<file path="src/pkg/mode_reg_pkg.sv">
// Purpose: Shared constants and carrier types for the mode register bank.
// Assumes: Eight-bit register data, eight-bit register address.
// Notes:   Field positions and codes are defined once here.
package mode_reg_pkg;

   // ------------------------------------------------------------
   // Register addresses
   // ------------------------------------------------------------
   localparam logic [7:0] DEVICE_INFORMATION_ADDR = 8'h00;
   localparam logic [7:0] DEVICE_FEATURE_ONE_ADDR = 8'h01;

   // ------------------------------------------------------------
   // Field positions
   // ------------------------------------------------------------
   localparam int AUTO_INIT_STATUS_BIT     = 0;
   localparam int DEVICE_CLASS_INFO_BIT    = 1;
   localparam int DATA_INVALID_SUPPORT_BIT = 2;
   localparam int SELFTEST_LSB             = 3;
   localparam int BURST_LENGTH_LSB         = 0;
   localparam int BURST_ORDER_TYPE_BIT     = 3;
   localparam int WRAP_CONTROL_BIT         = 4;
   localparam int WRITE_RECOVERY_LSB       = 5;

   // ------------------------------------------------------------
   // Codes and reset values
   // ------------------------------------------------------------
   localparam logic       DEVICE_CLASS_PREFETCH_FOUR = 1'h0;
   localparam logic       DATA_INVALID_NONE          = 1'h0;
   localparam logic [2:0] BURST_LEN_FOUR             = 3'h2;
   localparam logic [2:0] BURST_LEN_EIGHT            = 3'h3;
   localparam logic [2:0] BURST_LEN_SIXTEEN          = 3'h4;
   localparam logic       BURST_TYPE_SEQ             = 1'h0;
   localparam logic       BURST_TYPE_INT             = 1'h1;
   localparam logic       WRAP_ON                    = 1'h0;
   localparam logic       WRAP_OFF                   = 1'h1;
   localparam logic [2:0] WR_CODE_MIN                = 3'h1;
   localparam logic [2:0] WR_CODE_MAX                = 3'h6;
   localparam logic [3:0] WR_CYCLES_OFFSET           = 4'h2;
   localparam logic [2:0] WR_CODE_RESET              = 3'h1;
   localparam logic [1:0] SELFTEST_NOT_RUN           = 2'h0;
   localparam logic [1:0] SELFTEST_TIED_HIGH         = 2'h1;
   localparam logic [1:0] SELFTEST_SHORT_GND         = 2'h2;
   localparam logic [1:0] SELFTEST_OK                = 2'h3;

   // ------------------------------------------------------------
   // Types
   // ------------------------------------------------------------
   typedef enum logic [1:0] {
      CMD_IDLE = 2'b00,
      CMD_READ = 2'b01,
      CMD_WRITE = 2'b10
   } mr_cmd_t;

   typedef struct packed {
      mr_cmd_t    cmd;
      logic [7:0] addr;
      logic [7:0] data;
   } mr_req_t;

   typedef struct packed {
      logic [2:0] write_recovery_cycles;
      logic       wrap_control;
      logic       burst_order_type;
      logic [2:0] burst_length_field;
   } feature_one_t;

endpackage : mode_reg_pkg

</file>
<file path="src/rtl/mode_reg_burst_order.sv">
// Purpose: Device information and feature-one mode registers, with the
//          column ordering and write recovery that the feature register selects.
// Assumes: Command decode upstream presents one mode register command per
//          cycle; burst requests come from the device core on the same clock.
// Notes:   Self-test and init inputs are pins and are synchronised here.
// What this block does
// - Info bit 0 reads 1 while auto-init runs, 0 once done.
// - Info bit 1 reads 0 (prefetch-four class), bit 2 reads 0 (no data-invalid).
// - Info bits 4:3 give self-test result: not run, tied high, shorted, ok.
// - Self-test field updates only when init calibration command finishes.
// - Calibration pin tied to supply deliberately reads back as 01.
// - Result 01 or 10 selects factory trim and ignores calibration commands.
// - Feature bits 2:0 choose burst length 4, 8 or 16; others reserved.
// - Feature bit 3 chooses sequential (default) or interleaved order.
// - Feature bit 4 chooses wrap or no-wrap; no-wrap only with four beats.
// - Feature bits 7:5 codes 1..6 give 3..8 recovery cycles; default 3.
// - Write with auto-precharge starts precharge after the recovery count.
// - Four-beat wrap uses column bits 1:0; start 2 gives 2,3,0,1.
// - Eight-beat wrap: sequential adds beat modulo 8, interleaved XORs.
// - Sixteen beats order sequentially modulo 16; no interleave, no no-wrap.
// - Column bit 0 is not carried and is always taken as zero.
// - Four-beat no-wrap walks y..y+3 linearly from even column y.
// - Writes to the information register change nothing.
// - Reserved information bits read as zero.
// - Reading the feature register returns undefined data but still strobes.
`timescale 1ns/100ps
`default_nettype none

module mode_reg_burst_order #(
   parameter int COL_W = 10
) (
   // Clock and reset
   input  wire logic                  SYS_CLK_IN,
   input  wire logic                  RESET_IN,
   // Mode register command port
   input  wire mode_reg_pkg::mr_req_t MR_REQ_IN,
   output var  logic [7:0]            MR_RDATA_OUT,
   output var  logic                  MR_RVALID_OUT,
   output logic                       MR_STROBE_OUT,
   // Pin-level status inputs
   input  wire logic                  AUTO_INIT_BUSY_IN,
   input  wire logic                  CALIB_DONE_IN,
   input  wire logic [1:0]            CALIB_RESULT_IN,
   // Calibration control
   input  wire logic                  CALIB_CMD_IN,
   output logic                       CALIB_CMD_ACCEPT_OUT,
   output var  logic                  FACTORY_TRIM_OUT,
   // Burst address generation
   input  wire logic                  BURST_START_IN,
   input  wire logic [COL_W-1:0]      BURST_COL_IN,
   output var  logic [COL_W-1:0]      BURST_COL_OUT,
   output var  logic                  BURST_VALID_OUT,
   output var  logic                  BURST_ILLEGAL_OUT,
   // Write recovery with auto-precharge
   input  wire logic                  WRITE_AP_END_IN,
   output var  logic                  PRECHARGE_START_OUT,
   // Current feature settings
   output mode_reg_pkg::feature_one_t FEATURE_OUT
);

   // ------------------------------------------------------------
   // Input synchronisers
   // ------------------------------------------------------------
   logic [3:0] sync1_r;
   logic [3:0] sync2_r;

   always_ff @(posedge SYS_CLK_IN) begin
      if (RESET_IN) begin
         sync1_r <= 4'h0;
         sync2_r <= 4'h0;
      end else begin
         sync1_r <= {CALIB_RESULT_IN, CALIB_DONE_IN, AUTO_INIT_BUSY_IN};
         sync2_r <= sync1_r;
      end
   end

   logic       init_busy;
   logic       calib_done;
   logic [1:0] calib_result;
   logic       calib_done_d_r;
   assign init_busy    = sync2_r[0];
   assign calib_done   = sync2_r[1];
   assign calib_result = sync2_r[3:2];

   // ------------------------------------------------------------
   // Self-test result
   // ------------------------------------------------------------
   logic [1:0] selftest_r;

   // The result is captured on the rising edge of the done level only, so a
   // result pin that wanders between calibrations cannot disturb the field.
   always_ff @(posedge SYS_CLK_IN) begin
      if (RESET_IN) begin
         calib_done_d_r <= 1'b0;
         selftest_r     <= mode_reg_pkg::SELFTEST_NOT_RUN;
      end else begin
         calib_done_d_r <= calib_done;
         if (calib_done && !calib_done_d_r) begin
            selftest_r <= calib_result;
         end
      end
   end

   always_ff @(posedge SYS_CLK_IN) begin
      if (RESET_IN) begin
         FACTORY_TRIM_OUT <= 1'b0;
      end else begin
         FACTORY_TRIM_OUT <= (selftest_r == mode_reg_pkg::SELFTEST_TIED_HIGH) ||
                             (selftest_r == mode_reg_pkg::SELFTEST_SHORT_GND);
      end
   end

   assign CALIB_CMD_ACCEPT_OUT = CALIB_CMD_IN && !FACTORY_TRIM_OUT;

   // ------------------------------------------------------------
   // Feature register
   // ------------------------------------------------------------
   mode_reg_pkg::feature_one_t feature_r;
   logic                       wr_feature;
   assign wr_feature = (MR_REQ_IN.cmd == mode_reg_pkg::CMD_WRITE) &&
                       (MR_REQ_IN.addr == mode_reg_pkg::DEVICE_FEATURE_ONE_ADDR);

   // Writes to any other address, the information register included, fall
   // through without effect.
   always_ff @(posedge SYS_CLK_IN) begin
      if (RESET_IN) begin
         feature_r.burst_length_field    <= mode_reg_pkg::BURST_LEN_FOUR;
         feature_r.burst_order_type      <= mode_reg_pkg::BURST_TYPE_SEQ;
         feature_r.wrap_control          <= mode_reg_pkg::WRAP_ON;
         feature_r.write_recovery_cycles <= mode_reg_pkg::WR_CODE_RESET;
      end else if (wr_feature) begin
         feature_r.burst_length_field <=
            MR_REQ_IN.data[mode_reg_pkg::BURST_LENGTH_LSB +: 3];
         feature_r.burst_order_type <=
            MR_REQ_IN.data[mode_reg_pkg::BURST_ORDER_TYPE_BIT];
         feature_r.wrap_control <=
            MR_REQ_IN.data[mode_reg_pkg::WRAP_CONTROL_BIT];
         feature_r.write_recovery_cycles <=
            MR_REQ_IN.data[mode_reg_pkg::WRITE_RECOVERY_LSB +: 3];
      end
   end

   assign FEATURE_OUT = feature_r;

   // ------------------------------------------------------------
   // Mode register read
   // ------------------------------------------------------------
   logic [7:0] info_value;
   always_comb begin
      info_value = 8'h00;
      info_value[mode_reg_pkg::AUTO_INIT_STATUS_BIT]     = init_busy;
      info_value[mode_reg_pkg::DEVICE_CLASS_INFO_BIT]    =
         mode_reg_pkg::DEVICE_CLASS_PREFETCH_FOUR;
      info_value[mode_reg_pkg::DATA_INVALID_SUPPORT_BIT] = mode_reg_pkg::DATA_INVALID_NONE;
      info_value[mode_reg_pkg::SELFTEST_LSB +: 2]        = selftest_r;
   end

   // Every read answers one cycle later with a strobe; registers other than
   // the information register return zero, which stands for undefined data.
   always_ff @(posedge SYS_CLK_IN) begin
      if (RESET_IN) begin
         MR_RDATA_OUT  <= 8'h00;
         MR_RVALID_OUT <= 1'b0;
      end else begin
         MR_RVALID_OUT <= (MR_REQ_IN.cmd == mode_reg_pkg::CMD_READ);
         if (MR_REQ_IN.cmd == mode_reg_pkg::CMD_READ) begin
            if (MR_REQ_IN.addr == mode_reg_pkg::DEVICE_INFORMATION_ADDR) begin
               MR_RDATA_OUT <= info_value;
            end else begin
               MR_RDATA_OUT <= 8'h00;
            end
         end
      end
   end

   assign MR_STROBE_OUT = MR_RVALID_OUT;

   // ------------------------------------------------------------
   // Burst address sequencer
   // ------------------------------------------------------------
   logic [3:0]       beat_r;
   logic [3:0]       last_beat_r;
   logic [COL_W-1:0] start_r;
   logic [3:0]       mask_r;
   logic             seq_r;
   logic             nowrap_r;
   logic [3:0]       beat_max;
   logic [3:0]       beat_mask;
   logic             combo_bad;

   always_comb begin
      beat_max  = 4'h3;
      beat_mask = 4'h3;
      combo_bad = 1'b0;
      if (feature_r.burst_length_field == mode_reg_pkg::BURST_LEN_EIGHT) begin
         beat_max  = 4'h7;
         beat_mask = 4'h7;
         combo_bad = feature_r.wrap_control;
      end else if (feature_r.burst_length_field == mode_reg_pkg::BURST_LEN_SIXTEEN) begin
         beat_max  = 4'hF;
         beat_mask = 4'hF;
         combo_bad = feature_r.wrap_control ||
                     (feature_r.burst_order_type == mode_reg_pkg::BURST_TYPE_INT);
      end else if (feature_r.burst_length_field != mode_reg_pkg::BURST_LEN_FOUR) begin
         combo_bad = 1'b1;
      end
   end

   always_ff @(posedge SYS_CLK_IN) begin
      if (RESET_IN) begin
         BURST_VALID_OUT   <= 1'b0;
         BURST_ILLEGAL_OUT <= 1'b0;
         beat_r            <= 4'h0;
         last_beat_r       <= 4'h0;
         start_r           <= '0;
         mask_r            <= 4'h0;
         seq_r             <= 1'b1;
         nowrap_r          <= 1'b0;
      end else if (BURST_START_IN) begin
         BURST_ILLEGAL_OUT <= combo_bad;
         BURST_VALID_OUT   <= !combo_bad;
         beat_r            <= 4'h0;
         last_beat_r       <= beat_max;
         start_r           <= {BURST_COL_IN[COL_W-1:1], 1'b0};
         mask_r            <= beat_mask;
         seq_r             <= (feature_r.burst_order_type == mode_reg_pkg::BURST_TYPE_SEQ) ||
                              (feature_r.burst_length_field == mode_reg_pkg::BURST_LEN_FOUR);
         nowrap_r          <= feature_r.wrap_control;
      end else begin
         BURST_ILLEGAL_OUT <= 1'b0;
         if (BURST_VALID_OUT) begin
            if (beat_r == last_beat_r) begin
               BURST_VALID_OUT <= 1'b0;
            end else begin
               beat_r <= beat_r + 4'h1;
            end
         end
      end
   end

   // Four-beat wrap with an even start gives the same order for both types,
   // so it is steered down the sequential path.
   logic [3:0]       low_bits;
   logic [COL_W-1:0] col_next;
   always_comb begin
      if (seq_r) begin
         low_bits = (start_r[3:0] + beat_r) & mask_r;
      end else begin
         low_bits = (start_r[3:0] ^ beat_r) & mask_r;
      end
      if (nowrap_r) begin
         col_next = start_r + COL_W'(beat_r);
      end else begin
         col_next = (start_r & ~COL_W'(mask_r)) | COL_W'(low_bits);
      end
   end

   always_ff @(posedge SYS_CLK_IN) begin
      if (RESET_IN) begin
         BURST_COL_OUT <= '0;
      end else begin
         BURST_COL_OUT <= col_next;
      end
   end

   // ------------------------------------------------------------
   // Write recovery before auto-precharge
   // ------------------------------------------------------------
   logic [3:0] wr_count_r;
   logic       wr_run_r;
   logic [3:0] wr_cycles;
   assign wr_cycles = {1'b0, feature_r.write_recovery_cycles} + mode_reg_pkg::WR_CYCLES_OFFSET;

   always_ff @(posedge SYS_CLK_IN) begin
      if (RESET_IN) begin
         wr_count_r          <= 4'h0;
         wr_run_r            <= 1'b0;
         PRECHARGE_START_OUT <= 1'b0;
      end else begin
         PRECHARGE_START_OUT <= 1'b0;
         if (WRITE_AP_END_IN) begin
            wr_count_r <= wr_cycles - 4'h1;
            wr_run_r   <= 1'b1;
         end else if (wr_run_r) begin
            if (wr_count_r == 4'h1) begin
               wr_run_r            <= 1'b0;
               PRECHARGE_START_OUT <= 1'b1;
            end
            wr_count_r <= wr_count_r - 4'h1;
         end
      end
   end

endmodule : mode_reg_burst_order

`default_nettype wire

</file>
<file path="config.mk">
export PLATFORM = sky130hd
export DESIGN_NAME = mode_reg_burst_order
export DESIGN_NICKNAME = d
export VERILOG_FILES = /design/src/pkg/mode_reg_pkg.sv /design/src/rtl/mode_reg_burst_order.sv
export SDC_FILE = /design/constraint.sdc
export NUM_CORES = 1
export LEC_CHECK = 0
export BUFFER_PORTS_ARGS = -buffer_cell sky130_fd_sc_hd__buf_2
export CAP_MARGIN = 20
export CORE_MARGIN = 4
export CORE_UTILIZATION = 51
export CTS_CLUSTER_DIAMETER = 200
export DETAILED_ROUTE_END_ITERATION = 10
export GPL_TIMING_DRIVEN = 0
export MAX_ROUTING_LAYER = met4
export PLACE_DENSITY = 0.78
export SYNTH_ARGS = -nofsm -noshare
export SYNTH_HDL_FRONTEND = slang
export SYNTH_SLANG_ARGS = --single-unit
</file>
<file path="constraint.sdc">
create_clock -name SYS_CLK_IN -period 2.03 [get_ports SYS_CLK_IN]
set_input_delay 0.406 -clock SYS_CLK_IN [delete_from_list [all_inputs] [get_ports SYS_CLK_IN]]
set_output_delay 0.406 -clock SYS_CLK_IN [all_outputs]
set_load 0.05 [all_outputs]
</file>
==> results.py, run 1 <==
metrics = {
    "outcome": {
        "run_status": "finished clean",
    },
    "drt": {
        "remaining_drc_errors": 0,
        "ant_nets": 0,
        "first_pass_iters": 4,
        "first_iter_violations": 143,
        "wirelength_um": 5520,
        "vias": 2083,
        "wl_per_cell_um": 13.2,
        "routed_via_density": 4.97,
    },
    "final_layout": {
        "drive_above_1_share": 0.264,
        "nNetsFinal": 393,
        "n_antenna_cell": 0,
        "fillCellCount": 402,
        "area_growth_pct": 26.8,
    },
    "synthesis": {
        "syn_area_per_cell_um2": 9.37,
        "synth_cell_types": 40,
        "synth_top_family_by_area": "simple AND/OR/NAND/NOR gates",
        "synth_edf_count": 0,
        "synth-compound-area-share": 0.116,
        "yosysWarnings": 0,
        "synth_seq_area_share": 0.475,
        "synth_top_area_cell": "dfxtp_1",
        "synthSimpleGateAreaFrac": 0.188,
        "synthMuxAreaShare": 0.0835,
        "async_flop_share": 0,
        "syn_area_mm2": 0.00253,
        "synth_flop_cell": "dfxtp_1",
        "synth-xor-area-share": 0.0381,
        "yosys.area_share.adder": 0.0475,
        "ys_seq_elements": 60,
        "synthCells": 270,
        "yosysTopAreaCellShare": 0.475,
        "ys_top_cells_by_area": "dfxtp_1 (47%), mux2i_1 (7.9%), nor2_1 (7.6%)",
    },
    "grt": {
        "overflow": 0,
        "grt_pass1_vias": 2109,
        "grt_max_degree": 11,
        "antenna_found_initial": 0,
        "grtUsageTotal": 0.202,
        "grt_pass1_wl_um": 9350,
    },
    "pwr": {
        "irDropWorstVdd_mv": 0.601,
        "p_per_area_mw_per_mm2": 909,
        "power.leakage_nw": 1.51,
    },
    "floorplanning": {
        "coreArea_mm2": 0.00475,
        "start_util": 0.532,
        "die_area_mm2": 0.00615,
        "die_h_um": 78.5,
        "rows": 25,
        "die_w_um": 78.5,
        "io_pins": 70,
    },
    "clocking": {
        "root_buffer": "clkbuf_8",
        "cts_resized": 0,
        "numClockSinks": 60,
        "cts_buffer_depth": 2,
        "cts_tree": "built",
        "cts_buffers": 9,
        "cts.reportedPaths.clkPinSlew_ps": 70,
        "htree_num_levels": 3,
        "holdBufCountCts": 0,
        "clkLatencyLatePin_ps": 340,
        "postCtsSetupBuffers": 0,
    },
    "sta": {
        "setup_violations": 0,
        "layout_worst_path_cycle_share": 0.928,
        "fmax_mhz": 531,
        "finClkSkew_ps": 4.57,
        "slew_headroom": 0.606,
        "slew_violations": 0,
        "hold_viol": 0,
        "whs_ps": 277,
        "rsz0062_at_grt": "false",
        "tightest_slew_ps": 591,
        "final.min_clock_period_ps": 1880,
        "setup_tns_ps": 0,
    },
    "flow_run": {
        "drv_cap": 0,
    },
    "worst_setup_path": {
        "max_stage_delay_ps": 420,
        "endpoint_kind": "flop",
        "cp_max_fo": 5,
        "criticalPathCategory": "reg -> reg",
        "path_cells": "ha_1, inv_1, fa_1, nor2b_1, o2111ai_1, xor2_1, nor2_1",
        "crit_buf_inv": 1,
        "critPathTopFamily": "adder cells",
        "slowest_stage": "dfxtp_1",
        "required_ps": 2240,
        "startpoint_type": "flop",
        "critPathArrivalTime_ps": 2100,
    },
    "worst_hold_path": {
        "worstHoldPathType": "in -> reg",
    },
    "placed_design": {
        "port_buffers": 62,
        "place.gp.congestion": 0.751,
        "hpwl_um": 3960,
    },
}
[layout by cell type (no fill, tap or decap), types with 3 or more instances in the layout]
| cell | n |
|---|---|
| clkbuf_8 | 13 |
| buf_4 | 6 |
| or3_1 | 6 |
| nand2_1 | 6 |
| a22oi_1 | 3 |
| ha_1 | 8 |
| o21ai_0 | 9 |
| nor2_1 | 51 |
| inv_1 | 10 |
| a21oi_1 | 14 |
| nand3_1 | 3 |
| conb_1 | 5 |
| clkbuf_1 | 5 |
| mux2i_1 | 20 |
| nand2b_1 | 5 |
| buf_1 | 3 |
| a211oi_1 | 7 |
| xnor2_1 | 3 |
| dfxtp_1 | 60 |
| buf_2 | 65 |
| xor2_1 | 8 |
| nor2b_1 | 14 |
| bufinv_16 | 3 |
[metrics by stage]
stage	utilization	area, µm²	total power, mW	cells	setup WS, ps
global route	0.675	3210	3.03	419	73.7
floorplan	-	2550	1.45	274	390
finish	0.675	3210	2.92	419	145
global placement	0.618	2940	1.52	403	239
detailed placement	0.618	2940	1.53	403	163
CTS	0.675	3210	2.93	419	153
[cells in the mapped netlist, types with 2 or more instances]
cell type / n
buf_2: 3
xor2_1: 8
o21ai_0: 9
a22oi_1: 3
o22ai_1: 2
a211o_1: 2
mux2i_1: 20
xnor2_1: 3
clkbuf_1: 5
inv_1: 10
a211oi_1: 7
nand2b_1: 5
nand2_1: 6
nor3_1: 2
dfxtp_1: 60
buf_4: 6
a21o_1: 2
or3_1: 6
nand3_1: 3
or2_2: 2
nor2b_1: 14
nor2_1: 51
a21oi_1: 14
ha_1: 8
o211ai_1: 2
buf_1: 3
[per-layer routing]
metal	share of wire	up-vias	global-route usage	routed length (µm)
met5	0	-	-	0
met2	0.53	55	0.356	2900
met4	0.017	0	0.0822	95
met1	0.40	963	0.208	2230
li1	-	1057	-	-
met3	0.053	8	0.0654	291
[power breakdown]
| part | internal [mW] | switching (mW) |
|---|---|---|
| Combinational | 0.0998 | 0.165 |
| Sequential | 1.22 | 0.0261 |
| Clock | 0.950 | 0.460 |
| Total | 2.27 | 0.650 |
[kinds of logic (layout without fill, tap and decap cells)]
group                      Yosys count  after routing
adders and majority gates            9              9
other                                1              5
muxes                               21             21
buffers and inverters               27            105
DFF                                 60             60
and+or+nand+nor                     97             97
xor gates and xnor gates            11             11
AOI/OAI and AO/OA                   44             44
[registers in the layout (all words and copies together), names as in the netlist, 2 cells and up]
| register | cells |
|---|---|
| selftest_r | 2 |
| beat_r | 4 |
| sync1_r | 4 |
| mask_r | 3 |
| sync2_r | 4 |
| wr_count_r | 4 |
| FEATURE_OUT | 8 |
| start_r | 9 |
| MR_RDATA_OUT | 3 |
| BURST_COL_OUT | 10 |
[layout make-up]
class | instances | area (µm²) | share of cell area
multi-input combinational | 187 | 1220 | 0.379
sequential | 60 | 1200 | 0.374
timing repair buffer | 62 | 310 | 0.0967
clock buffer | 13 | 179 | 0.0558
clock inverter | 3 | 90.1 | 0.0281
buffer | 17 | 90.1 | 0.0281
tap | 67 | 83.8 | 0.0261
inverter | 10 | 37.5 | 0.0117
[final timing paths]
check / startpoint / end / slack (ps) / cells after the start
setup / recovery: beat_r[1]$_SDFFE_PP0P_ / BURST_COL_OUT[9]$_SDFF_PP0_ / 150 / 7
hold / removal: CALIB_RESULT_IN[0] / sync1_r[2]$_SDFF_PP0_ / 280 / 2
setup reg to reg: beat_r[1]$_SDFFE_PP0P_ / BURST_COL_OUT[9]$_SDFF_PP0_ / 150 / 7
hold reg to reg: sync1_r[2]$_SDFF_PP0_ / sync2_r[2]$_SDFF_PP0_ / 440 / 1
Power figures use the tool's default switching activity.
==> run 2: changes to the inputs <==
GPL_ROUTABILITY_DRIVEN = 1   (was not set)
REMOVE_ABC_BUFFERS = 1   (was not set)
==> run 2 against run 1 <==
Clock skew fell by 1.8 ps. Clock-buffer cell count fell by 2. Register-to-register slack improved by 60 ps. Critical endpoint is now BURST_COL_OUT[3]$_SDFF_PP0_. Largest cell class unchanged. Highest routed layer unchanged.
==> results.py, run 2 (same netlist as run 1, synthesis figures left out) <==
metrics = {
    "final_layout": {
        "multi_input_area_mm2": 0.00122,
        "area_growth_pct": 20.9,
        "largest_register_ffs": 10,
        "fin_area_mm2": 0.00306,
        "fillCellCount": 419,
        "layout_common_cells": "buf_2 (63), dfxtp_1 (60), nor2_1 (51)",
        "regMostFlops": "BURST_COL_OUT",
        "final_common_cell": "buf_2",
        "n_antenna_cell": 0,
        "drive_above_1_share": 0.256,
        "seq_area_mm2": 0.00120,
        "nNetsFinal": 377,
    },
    "worst_setup_path": {
        "criticalPathCategory": "reg -> reg",
        "critPathArrivalTime_ps": 2060,
        "path_cells": "ha_1, inv_1, fa_1, nor2b_1, or2_2, a211oi_1",
        "endpoint_kind": "flop",
        "max_stage_delay_ps": 410,
        "r2r-start": "beat_r[1]$_SDFFE_PP0P_",
        "critPathTopFamily": "adder cells",
        "slowest_stage": "dfxtp_1",
        "required_ps": 2270,
        "cp_max_fo": 5,
        "crit_start": "beat_r[1]$_SDFFE_PP0P_",
        "crit_buf_inv": 1,
        "startpoint_type": "flop",
    },
    "sta": {
        "slew_violations": 0,
        "setup_violations": 0,
        "fmax_mhz": 548,
        "setup_tns_ps": 0,
        "slew_headroom": 0.363,
        "final.min_clock_period_ps": 1820,
        "rsz0062_at_grt": "false",
        "tightest_slew_ps": 955,
        "hold_viol": 0,
        "layout_worst_path_cycle_share": 0.898,
        "final.setup.worst_slack_ps": 207,
        "finClkSkew_ps": 2.73,
    },
    "floorplanning": {
        "start_util": 0.532,
        "coreArea_mm2": 0.00475,
        "die_h_um": 78.5,
        "die_area_mm2": 0.00615,
        "io_pins": 70,
        "die_w_um": 78.5,
        "rows": 25,
    },
    "clocking": {
        "cts_buffer_depth": 2,
        "htree_num_levels": 3,
        "cts_buffers": 9,
        "root_buffer": "clkbuf_8",
        "cts_tree": "built",
        "cts.reportedPaths.clkPinSlew_ps": 60,
        "numClockSinks": 60,
        "clkLatencyLatePin_ps": 330,
    },
    "pwr": {
        "power.leakage_nw": 1.43,
        "irDropWorstVdd_mv": 0.531,
        "p_per_area_mw_per_mm2": 833,
    },
    "grt": {
        "grt_use_met1": 0.197,
        "grt_max_degree": 58,
        "busiest_layer": "met2",
        "grt.met3_usage": 0.0516,
        "antenna_found_initial": 0,
        "overflow": 0,
        "grt_pass1_wl_um": 8060,
        "grt_pass1_vias": 1842,
        "grtUsageTotal": 0.173,
        "use_met2": 0.280,
    },
    "placed_design": {
        "placed_cell_area_mm2": 0.00286,
        "hpwl_um": 3310,
        "port_buffers": 63,
        "place.gp.congestion": 0.800,
        "dpl_worst_slack_ps": 200,
    },
    "drt": {
        "remaining_drc_errors": 0,
        "routed_via_density": 4.90,
        "ant_nets": 0,
        "wl_per_cell_um": 11.8,
        "first_iter_violations": 70,
        "wirelength_um": 4770,
        "first_pass_iters": 4,
        "vias": 1976,
    },
    "worst_hold_path": {
        "hp-start": "CALIB_RESULT_IN[1]",
        "worstHoldPathType": "in -> reg",
    },
    "flow_run": {
        "drv_cap": 0,
    },
    "outcome": {
        "run_status": "finished clean",
    },
}
## run 2: changes by cell type in the layout (fill, tap and decap cells not counted), sizes merged
| cell | previous run | this run |
|---|---|---|
| bufinv | 3 | 1 |
| clkbuf | 18 | 11 |
| clkinv | 0 | 4 |
| buf | 74 | 63 |
## run 2: path summary, 6_finish.rpt
path | to | slack, ps | cells past startpoint
worst max-delay path | BURST_COL_OUT[3]$_SDFF_PP0_ | 210 | 6
worst min-delay path | sync1_r[3]$_SDFF_PP0_ | 280 | 2
worst max register to register | BURST_COL_OUT[3]$_SDFF_PP0_ | 210 | 6
worst min register to register | sync2_r[1]$_SDFF_PP0_ | 440 | 1
## run 2: layer usage
metal | part of all wire | vias to the layer above
met5 | 0 | -
met4 | 0.022 | 0
li1 | - | 1036
met1 | 0.44 | 886
met2 | 0.49 | 46
met3 | 0.048 | 8
## run 2: stage by stage
stage,cells,hold slack [ps],util,total power [mW]
after detailed placement,387,428,0.601,1.51
after floorplan,257,414,-,1.42
after global placement,387,416,0.601,1.51
after global routing,403,273,0.643,2.66
final,403,282,0.643,2.55
after CTS,403,271,0.643,2.58
## run 2: worst register-to-register path, stage by stage (launching register included)
cell and delay (ps):
dfxtp_1 410, ha_1 210, inv_1 60, fa_1 410, nor2b_1 160, or2_2 270
a211oi_1 210
## run 2: power breakdown
group          switching, mW  leakage (nW)  internal (mW)
logic                  0.150         0.828         0.0883
registers             0.0281         0.490           1.22
clock network          0.441         0.109          0.625
total                  0.619          1.43           1.93
## run 2: area by class of cell
cell class | instances | area share
timing repair buffer | 63 | 0.103
tap | 67 | 0.0274
clock buffer | 11 | 0.0495
clock inverter | 5 | 0.0164
inverter | 10 | 0.0123
multi-input combinational | 187 | 0.399
sequential | 60 | 0.393
## run 2: what timing repair did
| item | 4_1_cts | 5_1_grt |
|---|---|---|
| gates resized for setup | 0 | 1 |
| setup buffers | 0 | 0 |
| setup endpoints to repair | 0 | 3 |
| hold buffers | 0 | 0 |
==> run 3: changes to the inputs <==
CTS_BUF_LIST = sky130_fd_sc_hd__clkbuf_16   (was not set)
==> run 3 against run 2 <==
First-iteration DRC count grew 5.7%. Non-clock buffer count unchanged. Global-route usage is 0.43 points higher. Critical path depth unchanged. Total power rose by 14%. Register-to-register slack is essentially flat.
==> results.py, run 3 (same netlist as run 1, synthesis figures left out) <==
metrics = {
    "outcome": {
        "run_status": "finished clean",
    },
    "worst_setup_path": {
        "required_ps": 2260,
        "endpoint_kind": "flop",
        "cp_max_fo": 5,
        "crit_buf_inv": 1,
        "path_depth": 6,
        "criticalPathCategory": "reg -> reg",
        "endpoint": "BURST_COL_OUT[3]$_SDFF_PP0_",
        "critPathArrivalTime_ps": 2040,
        "max_stage_delay_ps": 410,
        "path_cells": "ha_1, inv_1, fa_1, nor2b_1, or2_2, a211oi_1",
        "worstRegToRegCells": 6,
        "crit_start": "beat_r[1]$_SDFFE_PP0P_",
        "critPathTopFamily": "adder cells",
        "startpoint_type": "flop",
        "slowest_stage": "dfxtp_1",
        "r2r-start": "beat_r[1]$_SDFFE_PP0P_",
        "reg2reg_slack_ps": 210,
        "rr_endpoint": "BURST_COL_OUT[3]$_SDFF_PP0_",
    },
    "clocking": {
        "htree_num_levels": 3,
        "cts_tree": "built",
        "holdBufCountCts": 0,
        "root_buffer": "clkbuf_16",
        "clkLatencyLatePin_ps": 320,
        "cts_buffer_depth": 2,
        "cts_buffers": 9,
        "cts_resized": 0,
        "cts.reportedPaths.clkPinSlew_ps": 50,
        "postCtsSetupBuffers": 0,
        "numClockSinks": 60,
    },
    "sta": {
        "final.setup.worst_slack_ps": 214,
        "slew_headroom": 0.364,
        "rsz0062_at_grt": "false",
        "fmax_mhz": 551,
        "slew_violations": 0,
        "layout_worst_path_cycle_share": 0.895,
        "tightest_slew_ps": 955,
        "setup_violations": 0,
        "final.min_clock_period_ps": 1820,
        "setup_tns_ps": 0,
        "finClkSkew_ps": 2.82,
        "hold_viol": 0,
    },
    "final_layout": {
        "drive_above_1_share": 0.250,
        "utilization": 0.661,
        "n_antenna_cell": 0,
        "regMostFlops": "BURST_COL_OUT",
        "area_growth_pct": 24.1,
        "fin_area_mm2": 0.00314,
        "layout_common_cells": "buf_2 (63), dfxtp_1 (60), nor2_1 (51)",
        "largest_register_ffs": 10,
        "nNetsFinal": 377,
        "final_common_cell": "buf_2",
    },
    "drt": {
        "routed_via_density": 4.93,
        "first_iter_violations": 74,
        "ant_nets": 0,
        "remaining_drc_errors": 0,
        "vias": 1987,
        "wl_per_cell_um": 12.0,
        "first_pass_iters": 4,
        "wirelength_um": 4840,
    },
    "worst_hold_path": {
        "worstHoldPathType": "in -> reg",
    },
    "pwr": {
        "p_clk_frac": 0.488,
        "p_int_mw": 2.24,
        "switching_share": 0.230,
        "irDropWorstVdd_mv": 0.611,
        "p_per_area_mw_per_mm2": 926,
        "total_power_mw": 2.91,
        "power.leakage_nw": 1.46,
        "power_frac_comb": 0.082,
        "p_sw_mw": 0.670,
        "seqPwrFrac": 0.429,
    },
    "floorplanning": {
        "die_area_mm2": 0.00615,
        "rows": 25,
        "start_util": 0.532,
        "coreArea_mm2": 0.00475,
        "io_pins": 70,
        "die_w_um": 78.5,
        "die_h_um": 78.5,
    },
    "placed_design": {
        "port_buffers": 63,
        "dpl_worst_slack_ps": 200,
        "hpwl_um": 3310,
        "place.gp.congestion": 0.800,
        "placed_cell_area_mm2": 0.00286,
    },
    "grt": {
        "antenna_found_initial": 0,
        "grtUsageTotal": 0.178,
        "grt_max_degree": 58,
        "overflow": 0,
        "grt_pass1_vias": 1892,
        "grt_pass1_wl_um": 8260,
    },
    "flow_run": {
        "drv_cap": 0,
    },
}
==> run 3: cell count changes in the layout (fill, tap and decap cells not counted), sizes merged <==
cell / previous run / this run
clkbuf: 11 / 9
clkinv: 4 / 6
==> run 3: area by class of cell <==
| type | count | area [µm²] |
|---|---|---|
| Fill cell | 412 | 1610 |
| Multi-Input combinational cell | 187 | 1220 |
| Sequential cell | 60 | 1200 |
| Timing Repair Buffer | 63 | 315 |
| Clock buffer | 9 | 225 |
| Tap cell | 67 | 83.8 |
| Clock inverter | 7 | 57.6 |
| Inverter | 10 | 37.5 |
==> run 3: power groups by stage <==
stage                     sequential (mW)  combinational, mW  clock, mW
after floorplan                      1.31              0.117          0
after global placement               1.27              0.235          0
after detailed placement             1.27              0.240          0
after CTS                            1.25              0.242       1.45
after global routing                 1.25              0.266       1.50
final                                1.25              0.240       1.42
==> run 3: through the flow <==
stage | cells | hold WS [ps]
after floorplan | 257 | 414
after global placement | 387 | 416
after detailed placement | 387 | 428
after CTS | 403 | 292
after global routing | 403 | 294
final | 403 | 297
==> run 3: worst min path at each step <==
| stage | start | end | slack, ps | cells after the start |
|---|---|---|---|---|
| floorplan | sync1_r[0]$_SDFF_PP0_ | sync2_r[0]$_SDFF_PP0_ | 410 | 1 |
| global placement | sync1_r[0]$_SDFF_PP0_ | sync2_r[0]$_SDFF_PP0_ | 420 | 1 |
| detailed placement | sync1_r[1]$_SDFF_PP0_ | sync2_r[1]$_SDFF_PP0_ | 430 | 1 |
| CTS | CALIB_RESULT_IN[1] | sync1_r[3]$_SDFF_PP0_ | 290 | 2 |
| global route | CALIB_RESULT_IN[1] | sync1_r[3]$_SDFF_PP0_ | 290 | 2 |
| finish | CALIB_RESULT_IN[1] | sync1_r[3]$_SDFF_PP0_ | 300 | 2 |
==> run 3: layer usage <==
metal  GRT usage  wire length [µm]  vias up
met3      0.0378               186        6
met4       0.114                78        0
met2       0.286              2440       44
met5           -                 0        -
met1       0.200              2130      905
li1            -                 -     1032
==> run 3: worst register-to-register path: cells and delay by family (launching register included) <==
family                   cells  cell delay (ps)
adder cells (fa/ha/maj)      2              610
buffers and inverters        1               60
flip-flops                   1              410
AND/OR/NAND/NOR              2              430
AO/OA/AOI/OAI                1              210
